===== src/logic/spio_pkg.sv =====
// Constants and types shared by the parallel I/O port logic
package spio_pkg;

  localparam int PIN_COUNT    = 26;
  localparam int PORT_COUNT   = 4;
  localparam int PORT_W       = 8;
  localparam int ANALOG_REGS  = 2;
  localparam int ANALOG_COUNT = 16;
  localparam int ADDR_W       = 8;
  localparam int DATA_W       = 32;
  localparam int BE_W         = 4;

  // Ports in order 8, 9, A, B inside the packed pin vector
  localparam int   PORT_WIDTH [PORT_COUNT]      = '{8, 2, 8, 8};
  localparam int   PORT_LSB [PORT_COUNT]        = '{0, 8, 10, 18};
  localparam bit   PORT_OPEN_DRAIN [PORT_COUNT] = '{1'b0, 1'b1, 1'b0, 1'b0};
  localparam logic [PORT_W-1:0] PORT_MASK [PORT_COUNT] = '{8'hff, 8'h03, 8'hff, 8'hff};
  localparam int   ANALOG_PORT_FIRST = 2;

  // Register byte offsets, one 32-bit word each
  localparam logic [ADDR_W-1:0] OFS_VALUE_BASE  = 8'h00;
  localparam logic [ADDR_W-1:0] OFS_DIR_BASE    = 8'h10;
  localparam logic [ADDR_W-1:0] OFS_ANALOG_BASE = 8'h20;
  localparam int                REG_STRIDE      = 4;
  localparam int                LANE0           = 0;

  // Reset values
  localparam logic [PORT_W-1:0]    VALUE_RST     = 8'h00;
  localparam logic [PORT_W-1:0]    DIR_RST       = 8'h00;
  localparam logic [PORT_W-1:0]    ANALOG_RST    = 8'hff;
  localparam logic [PIN_COUNT-1:0] PINS_RELEASED = 26'h3ffffff;
  localparam logic [PIN_COUNT-1:0] PINS_LOW      = 26'h0000000;
  localparam logic [DATA_W-1:0]    DATA_ZERO     = 32'h00000000;

  // Pin positions of the shared peripheral functions
  localparam int PIN_IRQ0_CAP0       = 0;
  localparam int PIN_IRQ1_CAP1       = 1;
  localparam int PIN_UART0_RX        = 2;
  localparam int PIN_UART0_CLK       = 3;
  localparam int PIN_UART0_TX        = 4;
  localparam int PIN_UART1_RX        = 5;
  localparam int PIN_UART1_CLK       = 6;
  localparam int PIN_UART1_TX        = 7;
  localparam int PIN_SDA_SER3_OUT    = 8;
  localparam int PIN_SCL_SER3_CLK    = 9;
  localparam int PIN_TIME_CLOCK      = 10;
  localparam int PIN_SER2_IN         = 21;
  localparam int PIN_SER2_CLK_TMR_IN = 22;
  localparam int PIN_SER2_OUT_TMR_OUT = 23;
  localparam int PIN_IRQ2            = 24;
  localparam int PIN_IRQ3            = 25;

  // Pin drive bundle: level and active-low output enable
  typedef struct packed {
    logic [PIN_COUNT-1:0] level;
    logic [PIN_COUNT-1:0] oe_n;
  } spio_pin_drive_t;

  // Pin levels handed to the peripheral functions
  typedef struct packed {
    logic [3:0] ext_irq_in;
    logic [1:0] capture_in;
    logic [1:0] uart_rx;
    logic [1:0] uart_clk_in;
    logic       i2c_sda_in;
    logic       i2c_scl_in;
    logic       serial3_clk_in;
    logic       serial2_in;
    logic       serial2_clk_in;
    logic       timer0_in;
  } spio_periph_in_t;

  // Drive requests from the peripheral functions
  typedef struct packed {
    logic [1:0] uart_tx;
    logic [1:0] uart_tx_en;
    logic [1:0] uart_clk;
    logic [1:0] uart_clk_en;
    logic       i2c_sda;
    logic       i2c_sda_en;
    logic       i2c_scl;
    logic       i2c_scl_en;
    logic       serial3_out;
    logic       serial3_out_en;
    logic       serial3_shift_clock;
    logic       serial3_clk_en;
    logic       time_clock_output;
    logic       time_clock_en;
    logic       serial2_out;
    logic       serial2_out_en;
    logic       serial2_clk;
    logic       serial2_clk_en;
    logic       timer0_out;
    logic       timer0_out_en;
  } spio_periph_out_t;

endpackage : spio_pkg


===== src/logic/spio_port_slice.sv =====
// Per-port pin drive, input gating and read-back logic
`timescale 1ns/1ps
module spio_port_slice
  import spio_pkg::*;
#(
  parameter int WIDTH      = PORT_W,
  parameter bit OPEN_DRAIN = 1'b0
) (
  input  wire logic [WIDTH-1:0] value_i,
  input  wire logic [WIDTH-1:0] dir_i,
  input  wire logic [WIDTH-1:0] analog_i,
  input  wire logic [WIDTH-1:0] pin_in_i,
  input  wire logic [WIDTH-1:0] alt_en_i,
  input  wire logic [WIDTH-1:0] alt_val_i,
  output logic      [WIDTH-1:0] level_o,
  output logic      [WIDTH-1:0] oe_n_o,
  output logic      [WIDTH-1:0] digital_in_o,
  output logic      [WIDTH-1:0] read_o
);

  // Bitwise drive choice, analog gating and read-back selection
  always_comb begin
    logic drive;
    logic lvl;
    logic dig;
    drive = 1'b0;
    lvl   = 1'b0;
    dig   = 1'b0;
    for (int b = 0; b < WIDTH; b++) begin
      drive = alt_en_i[b] | dir_i[b];
      lvl   = alt_en_i[b] ? alt_val_i[b] : value_i[b];
      dig   = pin_in_i[b] & ~analog_i[b];
      digital_in_o[b] = dig;
      read_o[b] = dir_i[b] ? value_i[b] : dig;
      if (OPEN_DRAIN) begin
        level_o[b] = 1'b0;                            // Only pulls low
        oe_n_o[b]  = ~(drive & ~lvl);
      end else begin
        level_o[b] = lvl;
        oe_n_o[b]  = ~drive;
      end
    end
  end

endmodule : spio_port_slice


===== src/logic/spio_ports.sv =====
// Top of the shared parallel I/O ports with an Avalon-MM register slave
//
// Local design decisions: register access over Avalon-MM and the register addresses.
`timescale 1ns/1ps
// Function
// - Up to 26 pins over four ports, each also usable by a peripheral.
// - Each pin has its own direction bit choosing input or output.
// - Writing a port value register stores data driven on output pins.
// - Reading a digital input pin returns the live pin level, not stored data.
// - An output pin is driven with its bit of the value register unless an enabled peripheral drives it; port 9 pins only pull low.
// - Reset sets both analog enable registers to all ones.
// - First eight-pin port shares external interrupts, capture and two serial channels.
// - Two-pin port shares I2C data/clock and serial channel 3 output/clock.
// - Third port doubles as analog inputs; one pin carries the time clock.
// - Fourth port carries analog, serial 2, two interrupts, timer 0 lines.
module spio_ports
  import spio_pkg::*;
(
  input  wire logic                    sys_clk_i,
  input  wire logic                    reset_i,
  input  wire logic [ADDR_W-1:0]       avs_address_i,
  input  wire logic                    avs_read_i,
  input  wire logic                    avs_write_i,
  input  wire logic [DATA_W-1:0]       avs_writedata_i,
  input  wire logic [BE_W-1:0]         avs_byteenable_i,
  output logic      [DATA_W-1:0]       avs_readdata_o,
  output logic                         avs_waitrequest_o,
  input  wire logic [PIN_COUNT-1:0]    pin_in_i,
  output spio_pin_drive_t              pins_o,
  input  wire spio_periph_out_t        periph_out_i,
  output spio_periph_in_t              periph_in_o,
  output logic      [ANALOG_COUNT-1:0] analog_sel_o
);

  // Match an address against the word of register idx above base
  function automatic logic reg_hit(input logic [ADDR_W-1:0] addr,
                                   input logic [ADDR_W-1:0] base,
                                   input int                idx);
    reg_hit = (addr == ADDR_W'(int'(base) + REG_STRIDE * idx));
  endfunction : reg_hit

  // Register map, one byte of state in each 32-bit word:
  //   0x00  value of port 8
  //   0x04  value of port 9
  //   0x08  value of port A
  //   0x0c  value of port B
  //   0x10  direction of port 8, bit set = output
  //   0x14  direction of port 9, bit set = output
  //   0x18  direction of port A, bit set = output
  //   0x1c  direction of port B, bit set = output
  //   0x20  analog enables of port A, bit set = analog
  //   0x24  analog enables of port B, bit set = analog
  //   Bits 31:8 read zero; port 9 keeps only bits 1:0
  //   Writes take effect only with byte lane 0 enabled
  //   Unmapped words read zero and ignore writes
  //   Every access takes two cycles: one wait, then the answer
  //   Reset: values zero, all pins input, all analog enables set
  //   Analog pins set as input read zero until their enable is cleared; output pins read their value bit
  // Register file state
  logic [PORT_W-1:0] pin_value_reg [PORT_COUNT];
  logic [PORT_W-1:0] pin_value_next [PORT_COUNT];
  logic [PORT_W-1:0] direction_reg [PORT_COUNT];
  logic [PORT_W-1:0] direction_next [PORT_COUNT];
  logic [PORT_W-1:0] analog_input_enable_reg [ANALOG_REGS];
  logic [PORT_W-1:0] analog_input_enable_next [ANALOG_REGS];

  // Bus handshake state
  logic              ack_reg;
  logic              ack_next;
  logic [DATA_W-1:0] rdata_reg;
  logic [DATA_W-1:0] rdata_next;
  logic              req;
  logic              wr_commit;
  logic [PORT_W-1:0] wr_byte;
  logic [DATA_W-1:0] rd_word;

  // Pin side state
  spio_pin_drive_t   pins_reg;
  spio_pin_drive_t   pins_next;
  spio_periph_in_t   periph_in_reg;
  spio_periph_in_t   periph_in_next;

  // Combinational pin vectors
  logic [PIN_COUNT-1:0] alt_en;
  logic [PIN_COUNT-1:0] alt_val;
  logic [PIN_COUNT-1:0] drive_level;
  logic [PIN_COUNT-1:0] drive_oe_n;
  logic [PIN_COUNT-1:0] dig_in;
  logic [PORT_W-1:0]    port_read [PORT_COUNT];
  logic [PORT_W-1:0]    port_analog [PORT_COUNT];

  // Two-cycle bus access: wait one cycle, then answer
  assign req               = avs_read_i | avs_write_i;
  assign avs_waitrequest_o = req & ~ack_reg;
  assign wr_commit         = avs_write_i & ack_reg & avs_byteenable_i[LANE0];
  assign wr_byte           = avs_writedata_i[PORT_W-1:0];
  assign avs_readdata_o    = rdata_reg;

  // Read multiplexer over the mapped words; others read zero
  always_comb begin
    rd_word = DATA_ZERO;
    for (int i = 0; i < PORT_COUNT; i++) begin
      if (reg_hit(avs_address_i, OFS_VALUE_BASE, i)) begin
        rd_word = DATA_W'(port_read[i]);
      end else if (reg_hit(avs_address_i, OFS_DIR_BASE, i)) begin
        rd_word = DATA_W'(direction_reg[i]);
      end
    end
    for (int j = 0; j < ANALOG_REGS; j++) begin
      if (reg_hit(avs_address_i, OFS_ANALOG_BASE, j)) begin
        rd_word = DATA_W'(analog_input_enable_reg[j]);
      end
    end
  end

  // Next state of the bus handshake
  always_comb begin
    ack_next   = req & ~ack_reg;
    rdata_next = rdata_reg;
    if (avs_read_i && !ack_reg) begin
      rdata_next = rd_word;
    end
  end

  // Bus handshake registers
  always_ff @(posedge sys_clk_i) begin
    if (reset_i) begin
      ack_reg   <= 1'b0;
      rdata_reg <= DATA_ZERO;
    end else begin
      ack_reg   <= ack_next;
      rdata_reg <= rdata_next;
    end
  end

  // Register writes, masked to each port's width
  always_comb begin
    pin_value_next           = pin_value_reg;
    direction_next           = direction_reg;
    analog_input_enable_next = analog_input_enable_reg;
    for (int i = 0; i < PORT_COUNT; i++) begin
      if (wr_commit && reg_hit(avs_address_i, OFS_VALUE_BASE, i)) begin
        pin_value_next[i] = wr_byte & PORT_MASK[i];
      end else if (wr_commit && reg_hit(avs_address_i, OFS_DIR_BASE, i)) begin
        direction_next[i] = wr_byte & PORT_MASK[i];
      end
    end
    for (int j = 0; j < ANALOG_REGS; j++) begin
      if (wr_commit && reg_hit(avs_address_i, OFS_ANALOG_BASE, j)) begin
        analog_input_enable_next[j] = wr_byte;
      end
    end
  end

  // Register file flip-flops
  always_ff @(posedge sys_clk_i) begin
    if (reset_i) begin
      for (int i = 0; i < PORT_COUNT; i++) begin
        pin_value_reg[i] <= VALUE_RST;
        direction_reg[i] <= DIR_RST;
      end
      for (int j = 0; j < ANALOG_REGS; j++) begin
        analog_input_enable_reg[j] <= ANALOG_RST;
      end
    end else begin
      pin_value_reg           <= pin_value_next;
      direction_reg           <= direction_next;
      analog_input_enable_reg <= analog_input_enable_next;
    end
  end

  // Analog enables apply only to ports A and B
  always_comb begin
    for (int i = 0; i < PORT_COUNT; i++) begin
      port_analog[i] = '0;                                 // Ports 8 and 9 stay digital
    end
    for (int j = 0; j < ANALOG_REGS; j++) begin
      port_analog[ANALOG_PORT_FIRST + j] = analog_input_enable_reg[j];
    end
  end

  // Pin map of the packed pin vector and its shared functions:
  //   0  port 8 bit 0: external interrupt 0, capture 0
  //   1  port 8 bit 1: external interrupt 1, capture 1
  //   2  port 8 bit 2: serial 0 receive
  //   3  port 8 bit 3: serial 0 clock
  //   4  port 8 bit 4: serial 0 transmit
  //   5  port 8 bit 5: serial 1 receive
  //   6  port 8 bit 6: serial 1 clock
  //   7  port 8 bit 7: serial 1 transmit
  //   8  port 9 bit 0: I2C data, serial 3 output, open drain
  //   9  port 9 bit 1: I2C clock, serial 3 clock, open drain
  //   10 port A bit 0: analog input 0, time clock output
  //   11 port A bit 1: analog input 1
  //   12 port A bit 2: analog input 2
  //   13 port A bit 3: analog input 3
  //   14 port A bit 4: analog input 4
  //   15 port A bit 5: analog input 5
  //   16 port A bit 6: analog input 6
  //   17 port A bit 7: analog input 7
  //   18 port B bit 0: analog input 8
  //   19 port B bit 1: analog input 9
  //   20 port B bit 2: analog input 10
  //   21 port B bit 3: analog input 11, serial 2 input
  //   22 port B bit 4: analog input 12, serial 2 clock, timer 0 input
  //   23 port B bit 5: analog input 13, serial 2 output, timer 0 output
  //   24 port B bit 6: analog input 14, external interrupt 2
  //   25 port B bit 7: analog input 15, external interrupt 3
  //   Hazard: an enabled peripheral drives its pin whatever the direction bit says
  // Peripheral drive requests routed onto their shared pins
  always_comb begin
    alt_en  = '0;
    alt_val = '0;
    // Port 8: both asynchronous serial channels
    alt_en[PIN_UART0_CLK]  = periph_out_i.uart_clk_en[0];
    alt_val[PIN_UART0_CLK] = periph_out_i.uart_clk[0];
    alt_en[PIN_UART0_TX]   = periph_out_i.uart_tx_en[0];
    alt_val[PIN_UART0_TX]  = periph_out_i.uart_tx[0];
    alt_en[PIN_UART1_CLK]  = periph_out_i.uart_clk_en[1];
    alt_val[PIN_UART1_CLK] = periph_out_i.uart_clk[1];
    alt_en[PIN_UART1_TX]   = periph_out_i.uart_tx_en[1];
    alt_val[PIN_UART1_TX]  = periph_out_i.uart_tx[1];
    // Port 9: I2C wins over serial channel 3 on each pin
    alt_en[PIN_SDA_SER3_OUT]  = periph_out_i.i2c_sda_en | periph_out_i.serial3_out_en;
    alt_val[PIN_SDA_SER3_OUT] = periph_out_i.i2c_sda_en ? periph_out_i.i2c_sda
                                                        : periph_out_i.serial3_out;
    alt_en[PIN_SCL_SER3_CLK]  = periph_out_i.i2c_scl_en | periph_out_i.serial3_clk_en;
    alt_val[PIN_SCL_SER3_CLK] = periph_out_i.i2c_scl_en ? periph_out_i.i2c_scl
                                                        : periph_out_i.serial3_shift_clock;
    // Port A: time clock output
    alt_en[PIN_TIME_CLOCK]  = periph_out_i.time_clock_en;
    alt_val[PIN_TIME_CLOCK] = periph_out_i.time_clock_output;
    // Port B: serial channel 2 wins over reload timer 0 output
    alt_en[PIN_SER2_CLK_TMR_IN]  = periph_out_i.serial2_clk_en;
    alt_val[PIN_SER2_CLK_TMR_IN] = periph_out_i.serial2_clk;
    alt_en[PIN_SER2_OUT_TMR_OUT] = periph_out_i.serial2_out_en | periph_out_i.timer0_out_en;
    alt_val[PIN_SER2_OUT_TMR_OUT] = periph_out_i.serial2_out_en ? periph_out_i.serial2_out
                                                                : periph_out_i.timer0_out;
  end

  // One slice per port; port 9 is open drain
  for (genvar g = 0; g < PORT_COUNT; g++) begin : g_port
    localparam int W = PORT_WIDTH[g];
    localparam int L = PORT_LSB[g];
    logic [W-1:0] s_read;

    spio_port_slice #(
      .WIDTH      (W),
      .OPEN_DRAIN (PORT_OPEN_DRAIN[g])
    ) u_slice (
      .value_i      (pin_value_reg[g][W-1:0]),
      .dir_i        (direction_reg[g][W-1:0]),
      .analog_i     (port_analog[g][W-1:0]),
      .pin_in_i     (pin_in_i[L +: W]),
      .alt_en_i     (alt_en[L +: W]),
      .alt_val_i    (alt_val[L +: W]),
      .level_o      (drive_level[L +: W]),
      .oe_n_o       (drive_oe_n[L +: W]),
      .digital_in_o (dig_in[L +: W]),
      .read_o       (s_read)
    );

    // Widen the port read-back to a byte
    assign port_read[g] = PORT_W'(s_read);
  end

  // Pin levels gathered for the peripheral inputs
  always_comb begin
    pins_next.level = drive_level;
    pins_next.oe_n  = drive_oe_n;
    periph_in_next.ext_irq_in  = {dig_in[PIN_IRQ3], dig_in[PIN_IRQ2],
                                  dig_in[PIN_IRQ1_CAP1], dig_in[PIN_IRQ0_CAP0]};
    periph_in_next.capture_in  = {dig_in[PIN_IRQ1_CAP1], dig_in[PIN_IRQ0_CAP0]};
    periph_in_next.uart_rx     = {dig_in[PIN_UART1_RX], dig_in[PIN_UART0_RX]};
    periph_in_next.uart_clk_in = {dig_in[PIN_UART1_CLK], dig_in[PIN_UART0_CLK]};
    periph_in_next.i2c_sda_in     = dig_in[PIN_SDA_SER3_OUT];
    periph_in_next.i2c_scl_in     = dig_in[PIN_SCL_SER3_CLK];
    periph_in_next.serial3_clk_in = dig_in[PIN_SCL_SER3_CLK];
    periph_in_next.serial2_in     = dig_in[PIN_SER2_IN];
    periph_in_next.serial2_clk_in = dig_in[PIN_SER2_CLK_TMR_IN];
    periph_in_next.timer0_in      = dig_in[PIN_SER2_CLK_TMR_IN];
  end

  // Pin and peripheral outputs come from flip-flops
  always_ff @(posedge sys_clk_i) begin
    if (reset_i) begin
      pins_reg.level <= PINS_LOW;
      pins_reg.oe_n  <= PINS_RELEASED;
      periph_in_reg  <= '0;
    end else begin
      pins_reg       <= pins_next;
      periph_in_reg  <= periph_in_next;
    end
  end

  // Output assignments
  assign pins_o       = pins_reg;
  assign periph_in_o  = periph_in_reg;
  assign analog_sel_o = {analog_input_enable_reg[1], analog_input_enable_reg[0]};

endmodule : spio_ports


===== config.mk =====
export PLATFORM = sky130hd
export DESIGN_NAME = spio_ports
export DESIGN_NICKNAME = d
export VERILOG_FILES = /design/src/logic/spio_pkg.sv /design/src/logic/spio_port_slice.sv /design/src/logic/spio_ports.sv
export SDC_FILE = /design/constraint.sdc
export NUM_CORES = 1
export LEC_CHECK = 0
export BUFFER_PORTS_ARGS = -buffer_cell sky130_fd_sc_hd__buf_2
export CAP_MARGIN = 5
export CORE_MARGIN = 1.5
export CORE_UTILIZATION = 38
export CTS_CLUSTER_DIAMETER = 100
export DETAILED_ROUTE_END_ITERATION = 6
export PLACE_DENSITY = 0.68
export SKIP_LAST_GASP = 1
export SYNTH_ARGS = -nofsm -noshare
export SYNTH_HDL_FRONTEND = slang
export SYNTH_SLANG_ARGS = --single-unit

===== constraint.sdc =====
create_clock -name sys_clk_i -period 2.3 [get_ports sys_clk_i]
set_input_delay 0.345 -clock sys_clk_i [delete_from_list [all_inputs] [get_ports sys_clk_i]]
set_output_delay 0.345 -clock sys_clk_i [all_outputs]
set_load 0.005 [all_outputs]

==> summary.md, run 1 <==
| Metric | Value |
|---|---|
| FF+latch count, synth | 139 |
| Cell Area, Synth | 5930 um2 |
| Worst path arrival time | 2100 ps |
| Register area share after synthesis | 46.9% |
| Area Overhead vs Synth | 26.8% |
| Total track usage | 19.9% |
| Vias | 4972 |
| Number of global-route vias before repair | 4458 |
| Num CTS Buffers | 17 |
| Post-synth EDFFs | 0 |
| Bufs on Longest Clock Path | 2 |
| Critical R2R Launch | analog_sel_o[0] |
| Initial antenna violation count | 1 |
| Die Wd | 128 um |
| Pwr/cell area | 788 nW/um2 |
| Setup TNS | 0 ps |
| IO Pins | 215 |
| First-pass GRT wire length | between 20000 and 25000 um |
| Start point of the critical path | analog_sel_o[0] |
| Setup Buffers After CTS | 0 |
| Setup crit end kind | register |
| Clk root buf | clkbuf_16 |
| Placer Congestion | 0.874 |
| H-tree depth | 4 |
| Peak supply drop | 0.000627 V |
| Hold_ws | 119 ps |
| Least-Margin Pin Slew | approximately 620 ps |
| Global route overflow | 0 |
| Leading area contributor after synthesis | dfxtp_1 |
| Hpwl dp | roughly 12000 um |
| Layout cells sized above 1 | 29.9% |
| HP Class | in2reg |
| Top post-synthesis cells by area | dfxtp_1 (47%), mux2i_1 (10%), nor2_1 (5.8%) |
| Die area | 16400 um2 |
| Async S/R FF share, synth | 0% |
| Startpoint Class | register |
| Top-area cell type share of the netlist area | around 47% |
| Max Cap Violations | 0 |
| Most used flip-flop cell after synthesis | dfxtp_1 |
| Largest net degree at the start of global routing | 64 |
| Core Box Area | around 15000 um2 |
| Nets | 882 |
| Reg clk slew, reported paths | 60 ps |
| CTS Hold Bufs | 0 |
| TritonCTS clock tree | built |
| Largest register FFs | 50 |
| Status | completed |
| Distinct cells, synth | 60 |
| WL per Instance | 16.4 um |
| DR iter-0 viols | 307 |
| WS Path Type | reg2reg |
| Final period utilization | 76.9% |
| R2R setup slack | roughly 530 ps |
| Fillers | 1439 |
| Mean Syn Cell Area | between 9 and 10 um2 |
| Finish-stage setup viols | 0 |
| # clock sinks | 139 |
| Headroom to the max-slew limit | between 50 and 60% |
| RSZ-0062 raised after global routing | no |
| Initial core utilization | 39.0% |
| Skew final | between 5 and 6 ps |
| Worst R2R End | avs_readdata_o[0] |
| Crit Path Max Fanout | 4 |
| F_max | approximately 0.57 GHz |
| Dpl cells | about 950 |
| Crit path to | avs_readdata_o[0] |
| Mapped Cells | 630 |
| Worst-skew pair later-pin latency | 420 ps |
| Cts repair resizes | 0 |
| Die Y | around 130 um |
| DR pass1 iterations | 5 |
| Endpoints failing hold | 0 |
| Worst r2r path cells | 5 |
| DR vias/cell | 5.05 |
| Non-Filler Instances | 985 |
| Count of buffers inserted at the top-level ports | 161 |
| Post-layout min period | 1770 ps |
| Antenna-violating nets left | 0 |
| Routed wire length | 16100 um |
| Number of synthesis warnings | 0 |
| Row count | 45 |
| Util after Layout | 49.5% |
| Leak | 3.24 nW |
| Required @ worst endpoint | roughly 2600 ps |
| Pins over their slew limit | 0 |
| # DRC | 0 |
| Final total power | roughly 6 mW |
[area by class of cell]
| type | instances | area (um2) | area share, % |
|---|---|---|---|
| Clock buffer | 20 | 457 | 6.07 |
| Tap cell | 188 | 235 | 3.13 |
| Timing Repair Buffer | 181 | 983 | 13.1 |
| Sequential cell | 139 | 2780 | 37.0 |
| Clock inverter | 11 | 216 | 2.88 |
| Inverter | 6 | 22.5 | 0.299 |
| Antenna cell | 1 | 2.50 | 0.0333 |
| Multi-Input combinational cell | 439 | 2820 | 37.5 |
[report_power, final]
part / total, mW / switching [mW] / internal [mW] / leakage, nW
Combinational: 0.352 / 0.205 / 0.148 / 1.79
Sequential: 2.45 / 0.0105 / 2.44 / 1.13
Clock: 3.13 / 1.04 / 2.08 / 0.318
Total: 5.93 / 1.26 / 4.67 / 3.24
[worst min-delay path by stage]
stage	startpoint	end	slack [ps]	depth (start not counted)
final	periph_out_i[21]	pins_o[7]	120	2
after global routing	periph_out_i[20]	pins_o[4]	110	2
after CTS	periph_out_i[20]	pins_o[4]	110	2
after detailed placement	direction_reg[26]	pins_o[2]	420	1
after global placement	direction_reg[26]	pins_o[2]	410	1
after floorplan	direction_reg[24]	pins_o[0]	390	1
[placed cells by master (no fill, tap or decap), types with 3 or more instances in the layout]
cell and instances:
inv_1 6, a211oi_1 9, nor3_1 10, nand2b_1 23
clkbuf_16 17, a21oi_1 16, buf_4 19, nor3_4 3
nor2b_1 28, buf_2 160, o311ai_0 3, o21ai_0 21
or2_2 5, nor2_1 92, nand3_1 12, conb_1 26
nor3b_1 13, a211o_1 7, bufinv_16 6, o21a_1 7
nand2_1 31, clkinvlp_4 3, a221oi_1 4, nand3b_1 19
dfxtp_1 139, o21bai_1 6, mux2i_1 60
[critical path, cell delays in order, from the launching register on]
cell,delay [ps]
dfxtp_1,350
or4b_1,520
a21oi_1,170
a311o_1,120
o311ai_0,190
a311oi_1,320
[routing by layer]
layer	track usage (%)	share of wire, %	routed length [um]
met1	26.3	45	7290
met2	29.5	43	7000
met3	5.72	8.2	1320
met4	10.2	3.2	513
met5	0	0	0
[logic make-up after synthesis]
logic type,count (synthesis),share of synthesized area [%]
and+or+nand+nor,259,24.0
DFF,139,46.9
AOI/OAI and AO/OA,94,11.8
buffers and inverters,77,7.09
muxes,60,10.1
other,1,0.0632
[through the flow]
stage          cell area, um2  worst slack (ps)
6_report                 7520               532
5_1_grt                  7520               422
4_1_cts                  7520               559
3_5_place_dp             6850               155
3_3_place_gp             6850               169
2_1_floorplan            6020               425
[cells in the mapped netlist, types with 7 or more instances]
cell / instances
a211oi_1: 9
a21oi_1: 16
nand3_1: 12
nor3b_1: 13
o21a_1: 7
nand2_1: 31
a211o_1: 7
nor2_1: 92
clkbuf_1: 30
nor2b_1: 28
dfxtp_1: 139
o21ai_0: 21
nand3b_1: 19
nand2b_1: 23
buf_4: 31
nor3_1: 10
mux2i_1: 60
Power figures use the tool's default switching activity.
==> inputs of run 2 (changes only) <==
Settings changed: PLACE_DENSITY 0.68 to 0.7.
Clock period 2.3 ns to 1.6 ns, I/O delays scaled along.
==> run 2 against run 1 <==
Die area unchanged. Flip-flop and latch count unchanged. Critical path depth stayed put. Combinational power grew 66%. Core utilization is 2.8 points higher. Design area rose by 5.7%. Final cell count increased by 5.3%. Global-route usage is 1.4 points higher. Clock skew increased by 2.9 ps. Via count grew 4.1%. Critical path type unchanged. Largest power group unchanged.
==> summary.md, run 2 (synthesis results as in run 1) <==
| Metric | Value |
|---|---|
| Status | completed (unchanged) |
| Fillers | 1456 (was 1439) |
| Largest register FFs | 50 (unchanged) |
| Commonest non-fill, non-tap cell in the layout | buf_2 (unchanged) |
| Final total power | 8.10 mW (was 5.93 mW) |
| Worst-skew pair later-pin latency | 430 ps (was 420 ps) |
| Setup crit end kind | register (unchanged) |
| Crit Path Max Fanout | 2 (was 4) |
| Crit path largest cell delay | 530 ps (was 520 ps) |
| Met3 GRT Util | 5.43% (was 5.72%) |
| # DRC | 0 (unchanged) |
| Area Overhead vs Synth | 34.0% (was 26.8%) |
| Nets | 934 (was 882) |
| Initial core utilization | 39.0% (unchanged) |
| Num CTS Buffers | 17 (unchanged) |
| Reg clk slew, reported paths | 60 ps (about the same) |
| Non-Filler Instances | 1037 (was 985) |
| Critical path's slowest cell | or4b_1 (unchanged) |
| Bufs on Longest Clock Path | 2 (unchanged) |
| Layout cells sized above 1 | 35.4% (was 29.9%) |
| Peak supply drop | 0.000716 V (was 0.000627 V) |
| Clk root buf | clkbuf_16 (unchanged) |
| Startpoint Class | register (unchanged) |
| H-tree depth | 4 (unchanged) |
| Global route overflow | 0 (unchanged) |
| Met2 usage | 35.4% (was 29.5%) |
| First-pass GRT wire length | 26400 um (was 24600 um) |
| Max Cap Violations | 0 (unchanged) |
| Core Box Area | 15200 um2 (unchanged) |
| Endpoints failing hold | 0 (unchanged) |
| Seq pwr share | 43.5% (was 41.3%) |
| WP buf/inv | 0 (unchanged) |
| DP Worst Slack | -309 ps (was 155 ps) |
| Commonest cells after routing, fill and taps aside | buf_2 (160), dfxtp_1 (138), nor2_1 (92) (was buf_2 (160), dfxtp_1 (139), nor2_1 (92)) |
| RSZ-0062 raised after global routing | yes (was no) |
| Int Pwr | 6.29 mW (was 4.67 mW) |
| Hpwl dp | 13000 um (was 11700 um) |
| Vias | 5176 (was 4972) |
| Switch Pwr | 1.81 mW (was 1.26 mW) |
| Final period utilization | 96.5% (was 76.9%) |
| Leak | 3.50 nW (was 3.24 nW) |
| TritonCTS clock tree | built (unchanged) |
| Gate power share | 7.2% (was 5.9%) |
| Routed wire length | 17000 um (was 16100 um) |
| Post-layout min period | 1540 ps (was 1770 ps) |
| Required @ worst endpoint | 1930 ps (was 2630 ps) |
| Dpl cells | 1004 (was 953) |
| # clock sinks | 139 (unchanged) |
| Util after Layout | 52.3% (was 49.5%) |
| WS Path Type | reg2reg (unchanged) |
| DR pass1 iterations | 5 (unchanged) |
| Total track usage | 21.3% (was 19.9%) |
| PnR worst setup slack | 55.4 ps (was 532 ps) |
| Pins over their slew limit | 0 (unchanged) |
| Row count | 45 (unchanged) |
| Critical R2R Launch | analog_sel_o[0] (unchanged) |
| DR iter-0 viols | 341 (was 307) |
| Die Y | 128 um (unchanged) |
| Delay-heaviest family, CP | compound AO/OA/AOI/OAI gates (unchanged) |
| HP Class | in2reg (unchanged) |
| Largest net degree at the start of global routing | 43 (was 64) |
| Number of global-route vias before repair | 4994 (was 4458) |
| Skew final | 8.18 ps (was 5.28 ps) |
| Hold path startpoint | periph_out_i[6] (was periph_out_i[21]) |
| Net Sw Frac | 22.4% (was 21.2%) |
| Crit path cell chain | or4b_1, a21oi_2, a311o_1, o311ai_1, a311oi_1 (was or4b_1, a21oi_1, a311o_1, o311ai_0, a311oi_1) |
| Placer Congestion | 0.906 (was 0.874) |
| Initial antenna violation count | 1 (unchanged) |
| Count of buffers inserted at the top-level ports | 161 (unchanged) |
| Finish-stage setup viols | 0 (unchanged) |
| Start point of the critical path | analog_sel_o[0] (unchanged) |
| F_max | 0.647 GHz (was 0.566 GHz) |
| CTS Hold Bufs | 0 (unchanged) |
| Clk pwr share | 49.3% (was 52.7%) |
| Global route hottest layer | met2 (unchanged) |
| GRT met1 Usage | 26.5% (was 26.3%) |
| WL per Instance | 16.4 um (about the same) |
| IO Pins | 215 (unchanged) |
| Die area | 16400 um2 (unchanged) |
| Pwr/cell area | 1020 nW/um2 (was 788 nW/um2) |
| DR vias/cell | 4.99 (was 5.05) |
| Worst path arrival time | 1880 ps (was 2100 ps) |
| Antenna-violating nets left | 0 (unchanged) |
| Die Wd | 128 um (unchanged) |
## run 2: final timing paths
path,to,slack (ps),cells past startpoint
worst min-delay path,pins_o[10],20,2
worst max-delay path,avs_readdata_o[0],60,5
worst max register to register,avs_readdata_o[0],60,5
worst min register to register,pins_o[20],420,1
## run 2: power groups by stage
stage | registers [mW] | logic (mW) | clock network [mW]
2_1_floorplan | 3.60 | 0.330 | 0
3_3_place_gp | 3.60 | 0.579 | 0
3_5_place_dp | 3.60 | 0.584 | 0
4_1_cts | 3.52 | 0.585 | 4.06
5_1_grt | 3.52 | 0.640 | 4.20
6_report | 3.52 | 0.586 | 3.99
## run 2: final cells by class
cell class	instances	area [um2]	area share (%)
diodes	1	2.50	0.0315
clock buffers	20	457	5.75
clock inverters	11	145	1.83
inverters	6	22.5	0.283
multi-input cells	439	2870	36.1
flip-flops and latches	139	2780	35.0
well taps	188	235	2.96
repair buffers	233	1440	18.1
## run 2: stage by stage
| step | instance area, um2 | hold WS [ps] | setup TNS (ps) |
|---|---|---|---|
| floorplan | 6080 | 331 | -2250 |
| global placement | 7320 | 410 | -8750 |
| detailed placement | 7320 | 413 | -10210 |
| CTS | 7920 | 1.85 | 0 |
| global route | 7950 | 6.98 | -65.2 |
| finish | 7950 | 16.7 | 0 |
## run 2: what timing repair did
action	CTS	global route
endpoints found under the setup margin	8	10
pin swaps	1	4
gates resized for setup	1	5
setup buffers	0	1
## run 2: routing by layer
metal  share of wire, %  up-vias
met5                  0        -
met4                2.2        0
met3                6.2       29
met2                 47      194
met1                 45     2416
li1                   -     2537
## run 2: worst reg2reg max path: cells and delay by family (launching register included)
kind	cells	cell delay, ps
flops	1	320
simple gates	1	530
compound gates	4	600
==> inputs of run 3 (changes only) <==
Settings changed: PLACE_DENSITY 0.7 to 0.67.
==> run 3 against run 2 <==
Critical path type unchanged. The flow now finishes with violations (setup timing). First-iteration DRC count grew 6.2%. Final cell count shrank 0.39%. Total power grew 2.7%. Critical endpoint unchanged.
==> summary.md, run 3 (synthesis results as in run 1) <==
| Metric | Value |
|---|---|
| Status | finished with violations (was completed) |
| Violated checks | setup timing |
| DR vias/cell | 4.99 (about the same) |
| Hold_ws | 14.8 ps (was 16.7 ps) |
| Leak | 3.49 nW (was 3.50 nW) |
| DR iter-0 viols | 362 (was 341) |
| DP Worst Slack | -288 ps (was -309 ps) |
| Number of global-route vias before repair | 4781 (was 4994) |
| Layout cells sized above 1 | 35.6% (was 35.4%) |
| Final period utilization | 100% (was 96.5%) |
| Total track usage | 20.7% (was 21.3%) |
| Initial core utilization | 39.0% (unchanged) |
| Required @ worst endpoint | 1940 ps (was 1930 ps) |
| Crit path cell chain | or4b_4, a21oi_2, a311o_1, o311ai_2, a311oi_1 (was or4b_1, a21oi_2, a311o_1, o311ai_1, a311oi_1) |
| First-pass GRT wire length | 25600 um (was 26400 um) |
| Worst path arrival time | 1950 ps (was 1880 ps) |
| Antenna-violating nets left | 0 (unchanged) |
| Num CTS Buffers | 17 (unchanged) |
| TritonCTS clock tree | built (unchanged) |
| Skew final | 5.76 ps (was 8.18 ps) |
| Initial antenna violation count | 0 (was 1) |
| WS Path Type | reg2reg (unchanged) |
| Area Overhead vs Synth | 34.7% (was 34.0%) |
| HP Class | in2reg (unchanged) |
| Row count | 45 (unchanged) |
| PnR worst setup slack | -1.92 ps (was 55.4 ps) |
| Endpoints failing hold | 0 (unchanged) |
| Routed wire length | 16700 um (was 17000 um) |
| Clk root buf | clkbuf_16 (unchanged) |
| # clock sinks | 139 (unchanged) |
| Largest net degree at the start of global routing | 54 (was 43) |
| Finish-stage setup viols | 1 (was 0) |
| Crit path largest cell delay | 530 ps (about the same) |
| Startpoint Class | register (unchanged) |
| Setup crit end kind | register (unchanged) |
| IO Pins | 215 (unchanged) |
| Bufs on Longest Clock Path | 2 (unchanged) |
| Dpl cells | 998 (was 1004) |
| Commonest cells after routing, fill and taps aside | buf_2 (160), dfxtp_1 (135), nor2_1 (92) (was buf_2 (160), dfxtp_1 (138), nor2_1 (92)) |
| Max Cap Violations | 0 (unchanged) |
| Antenna diode instance count | 0 (was 1) |
| Count of buffers inserted at the top-level ports | 161 (unchanged) |
| Die Y | 128 um (unchanged) |
| Placed instance area | 7280 um2 (was 7320 um2) |
| Global route overflow | 0 (unchanged) |
| Pwr/cell area | 1040 nW/um2 (was 1020 nW/um2) |
| Setup Buffers After CTS | 0 (unchanged) |
| Placer Congestion | 0.882 (was 0.906) |
| Hpwl dp | 12500 um (was 13000 um) |
| Die Wd | 128 um (unchanged) |
| WL per Instance | 16.2 um (was 16.4 um) |
| Pins over their slew limit | 0 (unchanged) |
| Commonest non-fill, non-tap cell in the layout | buf_2 (unchanged) |
| H-tree depth | 4 (unchanged) |
| F_max | 0.624 GHz (was 0.647 GHz) |
| Non-Filler Instances | 1033 (was 1037) |
| Crit Path Max Fanout | 2 (unchanged) |
| Nets | 931 (was 934) |
| Die area | 16400 um2 (unchanged) |
| Vias | 5155 (was 5176) |
| Peak supply drop | 0.000738 V (was 0.000716 V) |
| Final instance area | 7990 um2 (was 7950 um2) |
| Reg clk slew, reported paths | 60 ps (about the same) |
| Post-layout min period | 1600 ps (was 1540 ps) |
| DR pass1 iterations | 5 (unchanged) |
| RSZ-0062 raised after global routing | yes (unchanged) |
| Headroom to the max-slew limit | 63.2% |
| Critical path's slowest cell | or4b_4 (was or4b_1) |
| # DRC | 0 (unchanged) |
| Worst-skew pair later-pin latency | 430 ps (about the same) |
| Core Box Area | 15200 um2 (unchanged) |
| Largest register FFs | 50 (unchanged) |
| Least-Margin Pin Slew | approximately 550 ps |
run 3: path summary, 6_finish.rpt:
| check | from | to | slack (ps) | cells after the start |
|---|---|---|---|---|
| worst max-delay path | analog_sel_o[0] | avs_readdata_o[0] | -2 | 5 |
| worst min-delay path | periph_out_i[15] | pins_o[8] | 10 | 2 |
| worst max register to register | analog_sel_o[0] | avs_readdata_o[0] | -2 | 5 |
| worst min register to register | direction_reg[2] | pins_o[20] | 430 | 1 |
run 3: routing by layer:
metal / vias to the layer above / global-route usage (%) / routed length [um]
met2: 176 / 34.3 / 7960
met5: - / 0 / 0
met1: 2424 / 26.3 / 7420
li1: 2535 / - / -
met4: 0 / 6.28 / 254
met3: 20 / 5.59 / 1060
run 3: worst max-delay path, delay by kind of cell, from the launching register on:
kind	cells	cell delay, ps
flip-flops	1	320
AND/OR/NAND/NOR	1	530
AO/OA/AOI/OAI	4	660
run 3: repair_timing:
item	in CTS	in global routing
pin swaps	2	6
hold buffers	4	0
endpoints found under the hold margin	4	0
gates resized for setup	1	17
setup endpoints to repair	3	24
run 3: power breakdown:
group | total, mW | internal [mW] | switching, mW
combinational | 0.585 | 0.266 | 0.319
sequential | 3.52 | 3.50 | 0.0135
clock | 4.22 | 2.65 | 1.57
total | 8.32 | 6.42 | 1.90
run 3: cell type report:
type                            count  area, um2
Sequential cell                   139       2790
Clock buffer                       18        439
Timing Repair Buffer              230       1420
Tap cell                          188        235
Fill cell                        1457       7210
Inverter                            6       22.5
Clock inverter                     13        191
Multi-Input combinational cell    439       2890
run 3: per-stage QoR:
stage	total power, mW	utilization (%)	TNS (ps)
floorplan	3.93	-	-2250
global placement	4.16	47.9	-10570
detailed placement	4.16	47.9	-11400
CTS	8.37	52.3	-28.3
global route	8.59	52.6	-59.0
finish	8.32	52.6	-1.92
